--- src/hdl/fcad_pkg.sv ---
// package: register map, field layout and constants of the flash control block
package fcad_pkg;
	// ==========================================================================
	// register indices, byte address is four times the index
	localparam logic [7:0] IDX_FLASH_CONTROL = 8'hD1;
	localparam logic [7:0] IDX_IRQ_STATUS    = 8'hE0;
	localparam logic [7:0] IDX_IRQ_MASK      = 8'hE1;
	localparam logic [7:0] IDX_ACCESS_CFG    = 8'hE2;
	localparam logic [7:0] IDX_LOCK_STATUS   = 8'hE3;
	localparam int         ADDR_LSB          = 2;
	localparam int         IDX_W             = 8;
	// ==========================================================================
	// flash_control fields
	localparam int         KEY_MSB           = 7;
	localparam int         KEY_LSB           = 4;
	localparam int         MAP_BIT           = 3;
	localparam int         SEL_MSB           = 2;
	localparam int         SEL_LSB           = 1;
	localparam int         BUSY_BIT          = 0;
	localparam logic [3:0] KEY_FIRST         = 4'h5;
	localparam logic [3:0] KEY_SECOND        = 4'hA;
	localparam logic       MAP_RST           = 1'h0;
	localparam int         EEE_BIT           = 0;
	// ==========================================================================
	// interrupt bits
	localparam int         IRQ_DONE          = 0;
	localparam int         IRQ_ABORT         = 1;
	localparam int         IRQ_DENY          = 2;
	localparam int         IRQ_W             = 3;
	// ==========================================================================
	// lock bits, one means programmed; default is level 4
	localparam logic [2:0] LOCK_DEFAULT      = 3'h4;
	localparam logic [2:0] LVL1              = 3'h1;
	localparam logic [2:0] LVL2              = 3'h2;
	localparam logic [2:0] LVL3              = 3'h3;
	localparam logic [2:0] LVL4              = 3'h4;
	// ==========================================================================
	// types
	typedef enum logic [1:0] {FCAD_SEL_USER = 2'h0, FCAD_SEL_EXTRA_ROW = 2'h1,
		FCAD_SEL_HWBYTE = 2'h2, FCAD_SEL_RSVD = 2'h3} fcad_sel_e;
	typedef enum logic [1:0] {FCAD_LOC_BOOT = 2'h0, FCAD_LOC_USER = 2'h1,
		FCAD_LOC_EXT = 2'h2} fcad_loc_e;
	typedef enum logic [2:0] {FCAD_NV_BOOT = 3'h0, FCAD_NV_USER = 3'h1,
		FCAD_NV_EEPROM = 3'h2, FCAD_NV_HWBYTE = 3'h3, FCAD_NV_EXTRA_ROW = 3'h4} fcad_nv_e;
	typedef enum logic [1:0] {FCAD_ST_IDLE = 2'h0, FCAD_ST_ARMED = 2'h1,
		FCAD_ST_BUSY = 2'h3} fcad_state_e;
endpackage : fcad_pkg

--- src/hdl/fcad_dec_if.sv ---
// interface: signals between the control top and the access decoder
`timescale 1ns/1ps
interface fcad_dec_if;
	import fcad_pkg::*;
	fcad_loc_e loc;
	fcad_nv_e  space;
	fcad_sel_e sel;
	logic      idle;
	logic      eee;
	logic      map;
	logic      ea;
	logic      xd_rd;
	logic      xd_wr;
	logic      path;
	logic      to_external_ram;
	logic      to_eeprom;
	logic      to_latch;
	logic      nv_ok;
	logic      nv_rww;
	logic      launch_ok;
	modport dec (input loc, space, sel, idle, eee, map, ea, xd_rd, xd_wr, path,
		output to_external_ram, to_eeprom, to_latch, nv_ok, nv_rww, launch_ok);
	modport ctl (output loc, space, sel, idle, eee, map, ea, xd_rd, xd_wr, path,
		input to_external_ram, to_eeprom, to_latch, nv_ok, nv_rww, launch_ok);
endinterface : fcad_dec_if

--- src/hdl/fcad_flash_ctrl.sv ---
// module: flash control register, keyed launch, lock levels and access decode
//
// Implementation choice: the APB interface to the registers.
`timescale 1ns/1ps
// ============================================================================
module fcad_flash_ctrl #(
	parameter int PROG_CYCLES = 16,
	parameter int APB_AW      = 12
) (
	input  wire logic                 pclk,
	input  wire logic                 presetn,
	input  wire logic                 psel,
	input  wire logic                 penable,
	input  wire logic                 pwrite,
	input  wire logic [APB_AW-1:0]    paddr,
	input  wire logic [31:0]          pwdata,
	output logic      [31:0]          prdata,
	output logic                      pready,
	output logic                      pslverr,
	input  wire logic [2:0]           lock_bits_in,
	input  wire logic                 ea_pin,
	input  wire fcad_pkg::fcad_loc_e  code_loc,
	input  wire logic                 core_idle,
	input  wire logic                 xdata_rd,
	input  wire logic                 xdata_wr,
	output logic                      xdata_to_external_ram,
	output logic                      xdata_to_eeprom,
	output logic                      xdata_to_latch,
	input  wire logic                 nvm_rd,
	input  wire logic                 nvm_wr,
	input  wire fcad_pkg::fcad_nv_e   nvm_space,
	input  wire logic                 nvm_path,
	output logic                      nvm_allow,
	output logic                      nvm_rww,
	output logic                      prog_launch,
	output fcad_pkg::fcad_sel_e       prog_space,
	output logic                      program_busy,
	output fcad_pkg::fcad_sel_e       code_read_space,
	output logic                      ext_code_read_block,
	output logic                      par_prog_block,
	output logic                      par_verify_block,
	output logic                      rollover_exec_block,
	output logic                      irq
);
	import fcad_pkg::*;

	localparam int CNT_W = $clog2(PROG_CYCLES + 1);

	fcad_dec_if dif ();

	logic               acc;
	logic               hit;
	logic [IDX_W-1:0]   idx;
	logic               wr;
	logic               fc_wr;
	logic [3:0]         key;
	logic [31:0]        rd_mux;
	logic               ev_abort;
	logic               ev_done;
	logic               ev_deny;
	logic [IRQ_W-1:0]   ev_set;
	logic [IRQ_W-1:0]   ev_clr;
	logic [2:0]         lvl;
	logic               ea_eff;
	fcad_state_e        state_reg;
	logic [CNT_W-1:0]   cnt_reg;
	logic               launch_reg;
	fcad_sel_e          space_reg;
	logic               map_reg;
	fcad_sel_e          sel_reg;
	logic               eee_reg;
	logic [IRQ_W-1:0]   status_reg;
	logic [IRQ_W-1:0]   mask_reg;
	logic [2:0]         lock_reg;
	logic               cap_reg;
	logic               ea_lat_reg;
	logic [31:0]        prdata_reg;

	// ==========================================================================
	// apb decode, zero wait states
	assign acc     = psel & penable;
	assign idx     = paddr[ADDR_LSB+IDX_W-1:ADDR_LSB];
	assign hit     = (paddr[APB_AW-1:ADDR_LSB+IDX_W] == '0) && (paddr[ADDR_LSB-1:0] == '0)
		&& ((idx == IDX_FLASH_CONTROL) || (idx == IDX_IRQ_STATUS) || (idx == IDX_IRQ_MASK)
		|| (idx == IDX_ACCESS_CFG) || (idx == IDX_LOCK_STATUS));
	assign wr      = acc & pwrite & hit;
	assign fc_wr   = wr & (idx == IDX_FLASH_CONTROL);
	assign key     = pwdata[KEY_MSB:KEY_LSB];
	assign pready  = 1'b1;
	assign pslverr = acc & ~hit;
	assign prdata  = prdata_reg;

	// read mux, key field reads as zero
	always_comb begin
		rd_mux = 32'h0000_0000;
		case (idx)
			IDX_FLASH_CONTROL: rd_mux = {24'h00_0000, 4'h0, map_reg, sel_reg, program_busy};
			IDX_IRQ_STATUS:    rd_mux = {29'h0000_0000, status_reg};
			IDX_IRQ_MASK:      rd_mux = {29'h0000_0000, mask_reg};
			IDX_ACCESS_CFG:    rd_mux = {31'h0000_0000, eee_reg};
			IDX_LOCK_STATUS:   rd_mux = {25'h000_0000, ea_lat_reg, lvl, lock_reg};
			default:           rd_mux = 32'h0000_0000;
		endcase
	end

	// read data captured in the setup phase
	always_ff @(posedge pclk or negedge presetn) begin
		if (!presetn) begin
			prdata_reg <= 32'h0000_0000;
		end else if (psel && !penable && !pwrite) begin
			prdata_reg <= hit ? rd_mux : 32'h0000_0000;
		end
	end

	// ==========================================================================
	// software fields of flash_control and access config
	always_ff @(posedge pclk or negedge presetn) begin
		if (!presetn) begin
			map_reg <= MAP_RST;
			sel_reg <= FCAD_SEL_USER;
			eee_reg <= 1'b0;
		end else begin
			if (fc_wr) begin
				map_reg <= pwdata[MAP_BIT];
				sel_reg <= fcad_sel_e'(pwdata[SEL_MSB:SEL_LSB]);
			end
			if (wr && idx == IDX_ACCESS_CFG) begin
				eee_reg <= pwdata[EEE_BIT];
			end
		end
	end
	assign code_read_space = sel_reg;

	// ==========================================================================
	// launch sequencer, any access between the keys other than a repeated first-key write breaks the sequence
	assign ev_abort = (state_reg == FCAD_ST_ARMED)
		&& ((acc && !(fc_wr && (key == KEY_FIRST || key == KEY_SECOND)))
		|| xdata_rd || xdata_wr || nvm_rd || nvm_wr);
	assign ev_done  = (state_reg == FCAD_ST_BUSY) && (cnt_reg == '0);

	always_ff @(posedge pclk or negedge presetn) begin
		if (!presetn) begin
			state_reg  <= FCAD_ST_IDLE;
			cnt_reg    <= '0;
			launch_reg <= 1'b0;
			space_reg  <= FCAD_SEL_USER;
		end else begin
			launch_reg <= 1'b0;
			case (state_reg)
				FCAD_ST_IDLE: begin
					if (fc_wr && key == KEY_FIRST) begin
						state_reg <= FCAD_ST_ARMED;
					end
				end
				FCAD_ST_ARMED: begin
					if (fc_wr && key == KEY_SECOND && dif.launch_ok) begin
						state_reg  <= FCAD_ST_BUSY;
						cnt_reg    <= CNT_W'(PROG_CYCLES - 1);
						launch_reg <= 1'b1;
						space_reg  <= fcad_sel_e'(pwdata[SEL_MSB:SEL_LSB]);
					end else if (fc_wr && key == KEY_FIRST) begin
						state_reg <= FCAD_ST_ARMED;
					end else if (fc_wr || ev_abort) begin
						state_reg <= FCAD_ST_IDLE;
					end
				end
				FCAD_ST_BUSY: begin
					if (cnt_reg == '0) begin
						state_reg <= FCAD_ST_IDLE;
					end else begin
						cnt_reg <= cnt_reg - 1'b1;
					end
				end
				default: state_reg <= FCAD_ST_IDLE;
			endcase
		end
	end
	// a second key seen in idle falls through the idle branch untouched
	assign program_busy = (state_reg == FCAD_ST_BUSY);
	assign prog_launch  = launch_reg;
	assign prog_space   = space_reg;

	// ==========================================================================
	// lock bits and access pin caught once after reset release
	always_ff @(posedge pclk or negedge presetn) begin
		if (!presetn) begin
			lock_reg   <= LOCK_DEFAULT;
			cap_reg    <= 1'b0;
			ea_lat_reg <= 1'b0;
		end else if (!cap_reg) begin
			lock_reg   <= lock_bits_in;
			ea_lat_reg <= ea_pin;
			cap_reg    <= 1'b1;
		end
	end

	// security level and its blocks, higher bits take precedence
	assign lvl = lock_reg[2] ? LVL4 : (lock_reg[1] ? LVL3 : (lock_reg[0] ? LVL2 : LVL1));
	assign ea_eff              = (lvl != LVL1) ? ea_lat_reg : ea_pin;
	assign ext_code_read_block = (lvl != LVL1);
	assign par_prog_block      = (lvl != LVL1);
	assign par_verify_block    = (lvl == LVL3) || (lvl == LVL4);
	assign rollover_exec_block = (lvl == LVL4);

	// ==========================================================================
	// access decoder
	assign dif.loc   = code_loc;
	assign dif.space = nvm_space;
	assign dif.sel   = fcad_sel_e'(pwdata[SEL_MSB:SEL_LSB]);
	assign dif.idle  = core_idle;
	assign dif.eee   = eee_reg;
	assign dif.map   = map_reg;
	assign dif.ea    = ea_eff;
	assign dif.xd_rd = xdata_rd;
	assign dif.xd_wr = xdata_wr | nvm_wr;
	assign dif.path  = nvm_path;

	fcad_access_decode u_dec (
		.dif (dif.dec)
	);

	assign xdata_to_external_ram   = dif.to_external_ram & (xdata_rd | xdata_wr);
	assign xdata_to_eeprom = dif.to_eeprom & (xdata_rd | xdata_wr);
	assign xdata_to_latch  = dif.to_latch & xdata_wr;
	assign nvm_allow       = dif.nv_ok & (nvm_rd | nvm_wr);
	assign nvm_rww         = dif.nv_rww & nvm_wr;
	assign ev_deny         = (nvm_rd | nvm_wr) & ~nvm_allow;

	// ==========================================================================
	// interrupts: sticky, read clears only what was reported, set wins
	assign ev_set = {ev_deny, ev_abort, ev_done};
	assign ev_clr = (acc && !pwrite && hit && idx == IDX_IRQ_STATUS)
		? prdata_reg[IRQ_W-1:0] : '0;

	always_ff @(posedge pclk or negedge presetn) begin
		if (!presetn) begin
			status_reg <= '0;
			mask_reg   <= '0;
		end else begin
			status_reg <= (status_reg & ~ev_clr) | ev_set;
			if (wr && idx == IDX_IRQ_MASK) begin
				mask_reg <= pwdata[IRQ_W-1:0];
			end
		end
	end
	assign irq = |(status_reg & mask_reg);
endmodule : fcad_flash_ctrl

--- src/hdl/fcad_access_decode.sv ---
// module: data-move routing and nonvolatile access permission decode
`timescale 1ns/1ps
module fcad_access_decode (
	fcad_dec_if.dec dif
);
	import fcad_pkg::*;

	logic rd_eep;
	logic wr_eep;
	logic wr_lat;
	logic [1:0] perm;
	logic [1:0] lperm;
	fcad_nv_e   lspace;

	// ==========================================================================
	// permission lookup: bit1 allowed, bit0 read while write
	function automatic logic [1:0] fcad_perm(input fcad_loc_e loc, input fcad_nv_e sp,
		input logic wr, input logic idle);
		logic ok;
		logic rww;
		ok  = 1'b0;
		rww = 1'b0;
		case (loc)
			FCAD_LOC_BOOT: begin
				ok  = wr ? (sp != FCAD_NV_BOOT) : (sp != FCAD_NV_EXTRA_ROW);
				rww = wr;
			end
			FCAD_LOC_USER: begin
				if (wr) begin
					ok = (sp == FCAD_NV_EEPROM) || (sp == FCAD_NV_EXTRA_ROW)
						|| ((sp == FCAD_NV_USER) && idle);
				end else begin
					ok = (sp == FCAD_NV_USER) || (sp == FCAD_NV_EEPROM)
						|| (sp == FCAD_NV_HWBYTE);
				end
				rww = wr && (sp == FCAD_NV_EEPROM);
			end
			FCAD_LOC_EXT: begin
				ok  = (sp == FCAD_NV_EEPROM);
				rww = wr;
			end
			default: begin
				ok  = 1'b0;
				rww = 1'b0;
			end
		endcase
		return {ok, rww & ok};
	endfunction : fcad_perm

	// ==========================================================================
	// data-move routing
	assign rd_eep        = dif.xd_rd & dif.eee & ~dif.map;
	assign wr_lat        = dif.xd_wr & dif.map & dif.ea;
	assign wr_eep        = dif.xd_wr & dif.eee & ~dif.map;
	assign dif.to_latch  = wr_lat;
	assign dif.to_eeprom = rd_eep | wr_eep;
	assign dif.to_external_ram   = (dif.xd_rd & ~rd_eep) | (dif.xd_wr & ~wr_lat & ~wr_eep);

	// flash spaces go by code read or column latch, eeprom by data move
	assign perm       = fcad_perm(dif.loc, dif.space, dif.xd_wr, dif.idle);
	assign dif.nv_ok  = perm[1] & (dif.path == (dif.space != FCAD_NV_EEPROM));
	assign dif.nv_rww = perm[0] & dif.nv_ok;

	// launch target must be writable from the running code
	always_comb begin
		case (dif.sel)
			FCAD_SEL_USER:   lspace = FCAD_NV_USER;
			FCAD_SEL_EXTRA_ROW:   lspace = FCAD_NV_EXTRA_ROW;
			FCAD_SEL_HWBYTE: lspace = FCAD_NV_HWBYTE;
			default:         lspace = FCAD_NV_BOOT;
		endcase
	end
	assign lperm         = fcad_perm(dif.loc, lspace, 1'b1, dif.idle);
	assign dif.launch_ok = lperm[1] & (dif.sel != FCAD_SEL_RSVD);
endmodule : fcad_access_decode

--- config.mk ---
export PLATFORM = sky130hd
export DESIGN_NAME = fcad_flash_ctrl
export DESIGN_NICKNAME = d
export VERILOG_FILES = /design/src/hdl/fcad_pkg.sv /design/src/hdl/fcad_dec_if.sv /design/src/hdl/fcad_flash_ctrl.sv /design/src/hdl/fcad_access_decode.sv
export SDC_FILE = /design/constraint.sdc
export NUM_CORES = 1
export LEC_CHECK = 0
export ABC_AREA = 1
export BUFFER_PORTS_ARGS = -buffer_cell sky130_fd_sc_hd__buf_2
export CORE_AREA = 2 2 88 90
export CTS_BUF_LIST = sky130_fd_sc_hd__clkbuf_16
export DETAILED_ROUTE_END_ITERATION = 7
export DIE_AREA = 0 0 90 92
export GPL_TIMING_DRIVEN = 0
export PLACE_DENSITY = 0.59
export SYNTH_ARGS = -nofsm -noshare
export SYNTH_HDL_FRONTEND = slang
export SYNTH_SLANG_ARGS = --single-unit
--- constraint.sdc ---
create_clock -name pclk -period 2.8 [get_ports pclk]
set_input_delay 0.7 -clock pclk [delete_from_list [all_inputs] [get_ports pclk]]
set_output_delay 0.7 -clock pclk [all_outputs]
set_load 0.01 [all_outputs]
==> results.cfg, run 1 <==
[global_routing]
overflow = 0
grt_usage = 0.129
grt_pass1_vias = 1815
grt_max_degree = 33
grt_pass1_wl_um = 8560
antenna_found_initial = 0

[yosys]
netlist_top_cells_area = dfrtp_1 (36%), nand2_1 (11%), buf_4 (9.5%)
synth_cell_types = 38
postSynthCellCount = 291
netlist_top_cells_count = nand2_1 (63), inv_1 (49), dfrtp_1 (31)
synthMostInstantiatedCell = nand2_1
synth-main-ff-cell = dfrtp_1
avgSynthCellArea_um2 = 7.34
synth_top_cell_area_share = 0.363
mappedNetlistArea_um2 = 2130
ys_ff_latch = 32
synth_edf_count = 0
ys_warn_count = 0
synthArstFlopShare = 1.00
synth_area_leader_cell = dfrtp_1
yosysSeqAreaShare = 0.376

[routing]
wl_per_cell_um = 10.6
drcViolationCount = 0
first_pass_iters = 4
vias = 2012
via_per_inst = 4.11
routed_wl_um = 5170
drtAntennaViolNets = 0
drt_iter0_drc = 145

[floorplan]
row_count = 32
die_x_um = 90
core_um2 = 7450
die_area_um2 = 8280
die_h_um = 92
start_util = 0.287
boundaryPins = 114

[power_and_ir_drop]
seqPwrFrac = 0.400
power.density_nw_per_um2 = 433
p_sw_uw = 328
p_comb_frac = 0.177
p_clk_frac = 0.422
peakVddDrop_uv = 244
p_int_uw = 889
netSwitchingFraction = 0.270
power.leakage_uw = 0.00155
p_total_uw = 1220

[final_layout]
fin_cells = 489
finalCoreUtilization = 0.377
n_antenna_cell = 0
largest_reg_flops = 7
finalNetCount = 452
drive_gt1_frac = 0.295
syn_to_final_growth_pct = 31.7

[setup_path]
required_ns = 2.10
critPathLaunchType = input pin
worstPathArrival_ns = 1.91
path_max_fanout = 4
worst-path-buf-inv = 3
rrSetupSlack_ns = 1.32
cp_top_family = simple AND/OR/NAND/NOR gates
crit_chain = buf_2, inv_1, nand2_1, o22ai_1, a22o_1, nand2_1, nand2_1, nand2_1, nor3_1, buf_2
cpMaxStageDelayCell = nor3_1
worst-setup-path-type = in2out
worstSetupEndpointType = primary output
cpMostUsedCell = nand2_1
critPathMaxStageDelay_ns = 0.18

[sta]
whs_ns = 0.484
fin_skew_ns = 0.00304
hold_violations = 0
relSlewSlack = 0.509
rsz0062_at_grt = false
maxSlewViolCount = 0
setup_tns_ns = 0
layout_min_cycle_time_ns = 2.61
worstMarginPinSlew_ns = 0.736
max_freq_mhz = 382
finalCritPeriodShare = 0.934
setup_violations = 0

[clocking]
cts_buffer_depth = 2
cts_buffers = 5
postCtsHoldBufs = 0
clk_latency_ns = 0.28
clock-sinks = 32
cts_tree = done
post_cts_buffers = 0
path_clk_slew_ns = 0.05
h-tree-depth = 2
clk_root_buffer_cell = clkbuf_16
ctsResizeCount = 0

[place]
gp_routability_congestion = 0.856
dpl.cell_count = 481
io_buffers = 63
dp_hpwl_um = 4270

[hold_path]
hold_path_class = reg2reg

[job]
cap_viol_max_count = 0

[status]
status = finished clean
-- path summary, 6_finish.rpt --
check / to / from / depth (start not counted)
hold / removal: prdata[5] / prdata[5] / 1
setup / recovery: nvm_rww / nvm_wr / 10
setup reg to reg: cnt_reg[4] / cnt_reg[0] / 9
max in group asynchronous: status_reg[2] / presetn / 1
min in group asynchronous: cnt_reg[1] / presetn / 1
hold reg to reg: prdata[5] / prdata[5] / 1
-- power by group through the flow --
stage	Sequential [µW]	Clock [µW]	Combinational (µW)
after floorplan	493	0	147
after global placement	495	0	212
after detailed placement	495	0	216
after CTS	487	528	217
after global routing	489	550	249
final	487	514	216
-- final cells by class --
class                      count  area, µm²
inverter                      50        188
clock inverter                 3       13.8
buffer                        29        210
clock buffer                   5        125
sequential                    32        802
tap                          102        128
timing repair buffer          63        315
fill                         821       4640
multi-input combinational    205       1030
-- routing by layer --
metal  track usage  vias to the layer above  wire length [µm]
li1              -                     1059                 -
met1         0.167                      888              2400
met2         0.208                       55              2380
met3        0.0329                       10               286
met4        0.0449                        0               106
met5             0                        -                 0
-- metrics by stage --
stage | worst slack [ns] | cell area, µm²
CTS | 0.176 | 2810
finish | 0.185 | 2810
detailed placement | 0.172 | 2670
global route | 0.0146 | 2810
global placement | 0.197 | 2670
floorplan | 0.555 | 2230
-- cells by family (layout without fill, tap and decap cells) --
logic type,Yosys count,in the layout,synth area share
AOI/OAI and AO/OA,47,47,0.132
xor gates and xnor gates,2,2,0.00821
DFF,32,32,0.376
muxes,1,1,0.00528
other,2,27,0.00352
and+or+nand+nor,126,126,0.277
adders and majority gates,2,2,0.0117
buffers and inverters,79,150,0.186
-- cells in the final DEF (no fill, tap or decap), drive strengths merged, types with 3 or more instances in the layout --
| cell type | count |
|---|---|
| o21ai | 30 |
| nor3 | 8 |
| clkbuf | 7 |
| nand4 | 5 |
| nand3 | 13 |
| buf | 90 |
| nor2 | 31 |
| a21oi | 5 |
| dfrtp | 31 |
| inv | 50 |
| nand2 | 67 |
| conb | 27 |
| clkinv | 3 |
No activity file was read; power rests on OpenSTA's default activity.
==> run 2, diff against run 1 <==
Settings changed: CTS_BUF_LIST sky130_fd_sc_hd__clkbuf_16 to default, CTS_CLUSTER_SIZE from default to 40, PLACE_DENSITY 0.59 to 0.54.
==> run 2 against run 1 <==
  * Final area decreased by 0.45%
  * Clock power decreased by 5.1%
  * Largest power group unchanged
  * Hold slack got worse by 0.012 ns
  * Worst setup slack improved by 0.0086 ns
  * Via count increased by 0.35%
  * Largest cell class unchanged
  * Core utilization decreased by 0.17 points
  * First-iteration DRC count decreased by 39%
  * Sequential power about the same
==> results.cfg, run 2 (same netlist as run 1, synthesis figures left out) <==
[setup_path]
worst-setup-path-type = in2out
worstSetupEndpointType = primary output
ff2ff_path_depth = 8
worstPathArrival_ns = 1.91
critPathLaunchType = input pin
r2r_start = cnt_reg[0]
rr_endpoint = cnt_reg[3]
rrSetupSlack_ns = 1.31
required_ns = 2.10
path_max_fanout = 4

[floorplan]
start_util = 0.287
boundaryPins = 114
core_um2 = 7450
die_area_um2 = 8280
die_h_um = 92
die_x_um = 90
row_count = 32

[sta]
max_freq_mhz = 384
rsz0062_at_grt = false
setup_slack_ns = 0.194
maxSlewViolCount = 0
relSlewSlack = 0.515
finalCritPeriodShare = 0.931
hold_violations = 0
fin_skew_ns = 0.00273
layout_min_cycle_time_ns = 2.61
setup_tns_ns = 0
setup_violations = 0
worstMarginPinSlew_ns = 0.727

[routing]
top_layer = met4
via_per_inst = 4.13
routed-wl-met3_um = 361
vias = 2019
wl_met2_um = 2340
routed_wl_um = 5160
first_pass_iters = 4
drtAntennaViolNets = 0
wl_met1_um = 2420
drt_iter0_drc = 88
wl_per_cell_um = 10.6
drcViolationCount = 0

[global_routing]
overflow = 0
grt_usage = 0.129
grt_pass1_wl_um = 8560
antenna_found_initial = 0
grt_pass1_vias = 1869
grt_max_degree = 33

[clocking]
cts_buffers = 5
clk_root_buffer_cell = clkbuf_8
h-tree-depth = 2
postCtsHoldBufs = 0
clock-sinks = 32
cts_buffer_depth = 2
clk_latency_ns = 0.28
path_clk_slew_ns = 0.07
cts_tree = done
ctsResizeCount = 0
post_cts_buffers = 0

[power_and_ir_drop]
power.density_nw_per_um2 = 425
peakVddDrop_uv = 156
power.leakage_uw = 0.00155

[status]
status = finished clean

[final_layout]
fillers = 806
drive_gt1_frac = 0.297
n_antenna_cell = 0
largest_reg_flops = 7
final_cell_mix = nand2_1 (63), buf_2 (63), inv_1 (49)
syn_to_final_growth_pct = 31.1
finalNetCount = 452

[place]
dp_hpwl_um = 4230
post-place-ws_ns = 0.192
io_buffers = 63
gp_routability_congestion = 0.856

[hold_path]
hold_path_class = in2async

[job]
cap_viol_max_count = 0
run 2: changes by cell type in the layout (fill, tap and decap cells not counted):
cell,before,now
clkbuf_8,0,7
clkbuf_16,5,0
bufinv_16,0,1
clkinv_2,2,0
clkinv_1,1,0
run 2: worst max path at each step:
stage / from / end / slack [ns] / depth (start not counted)
floorplan: nvm_wr / nvm_rww / 0.56 / 9
global placement: nvm_wr / nvm_rww / 0.19 / 10
detailed placement: nvm_wr / nvm_rww / 0.19 / 10
CTS: nvm_wr / nvm_rww / 0.18 / 10
global route: nvm_wr / nvm_rww / 0.08 / 11
finish: nvm_wr / nvm_rww / 0.19 / 10
run 2: metal layers:
layer	global-route usage	vias to the layer above
met5	0	-
met4	0.0423	0
met3	0.0353	4
met2	0.208	73
met1	0.169	885
li1	-	1057
run 2: report_power, final:
| group | switching, µW | internal, µW | leakage (µW) |
|---|---|---|---|
| clock | 174 | 314 | 0.0000645 |
| combinational | 126 | 88.6 | 0.00108 |
| sequential | 10.5 | 477 | 0.000406 |
| total | 311 | 879 | 0.00155 |
run 2: per-stage QoR:
step,hold WS [ns],utilization,cell area (µm²),instances,total power (µW)
after floorplan,0.404,-,2230,316,640
after global placement,0.468,0.359,2670,481,708
after detailed placement,0.473,0.359,2670,481,711
after CTS,0.490,0.376,2800,489,1200
after global routing,0.510,0.376,2800,489,1260
final,0.473,0.376,2800,489,1190
run 2: worst max-delay path, cell delays in order:
cell	delay, ns
buf_2	0.09
inv_1	0.13
nand2_1	0.18
o22ai_1	0.15
a22o_1	0.14
nand2_1	0.04
nand2_1	0.05
nand2_1	0.07
nor3_1	0.17
buf_2	0.17
run 2: final cells by class:
cell class	instances	area [µm²]	share of cell area
Clock inverter	1	30.0	0.0107
Sequential cell	32	802	0.287
Tap cell	102	128	0.0456
Buffer	29	210	0.0751
Multi-Input combinational cell	205	1030	0.368
Timing Repair Buffer	63	315	0.113
Inverter	50	188	0.0671
Clock buffer	7	96.3	0.0344
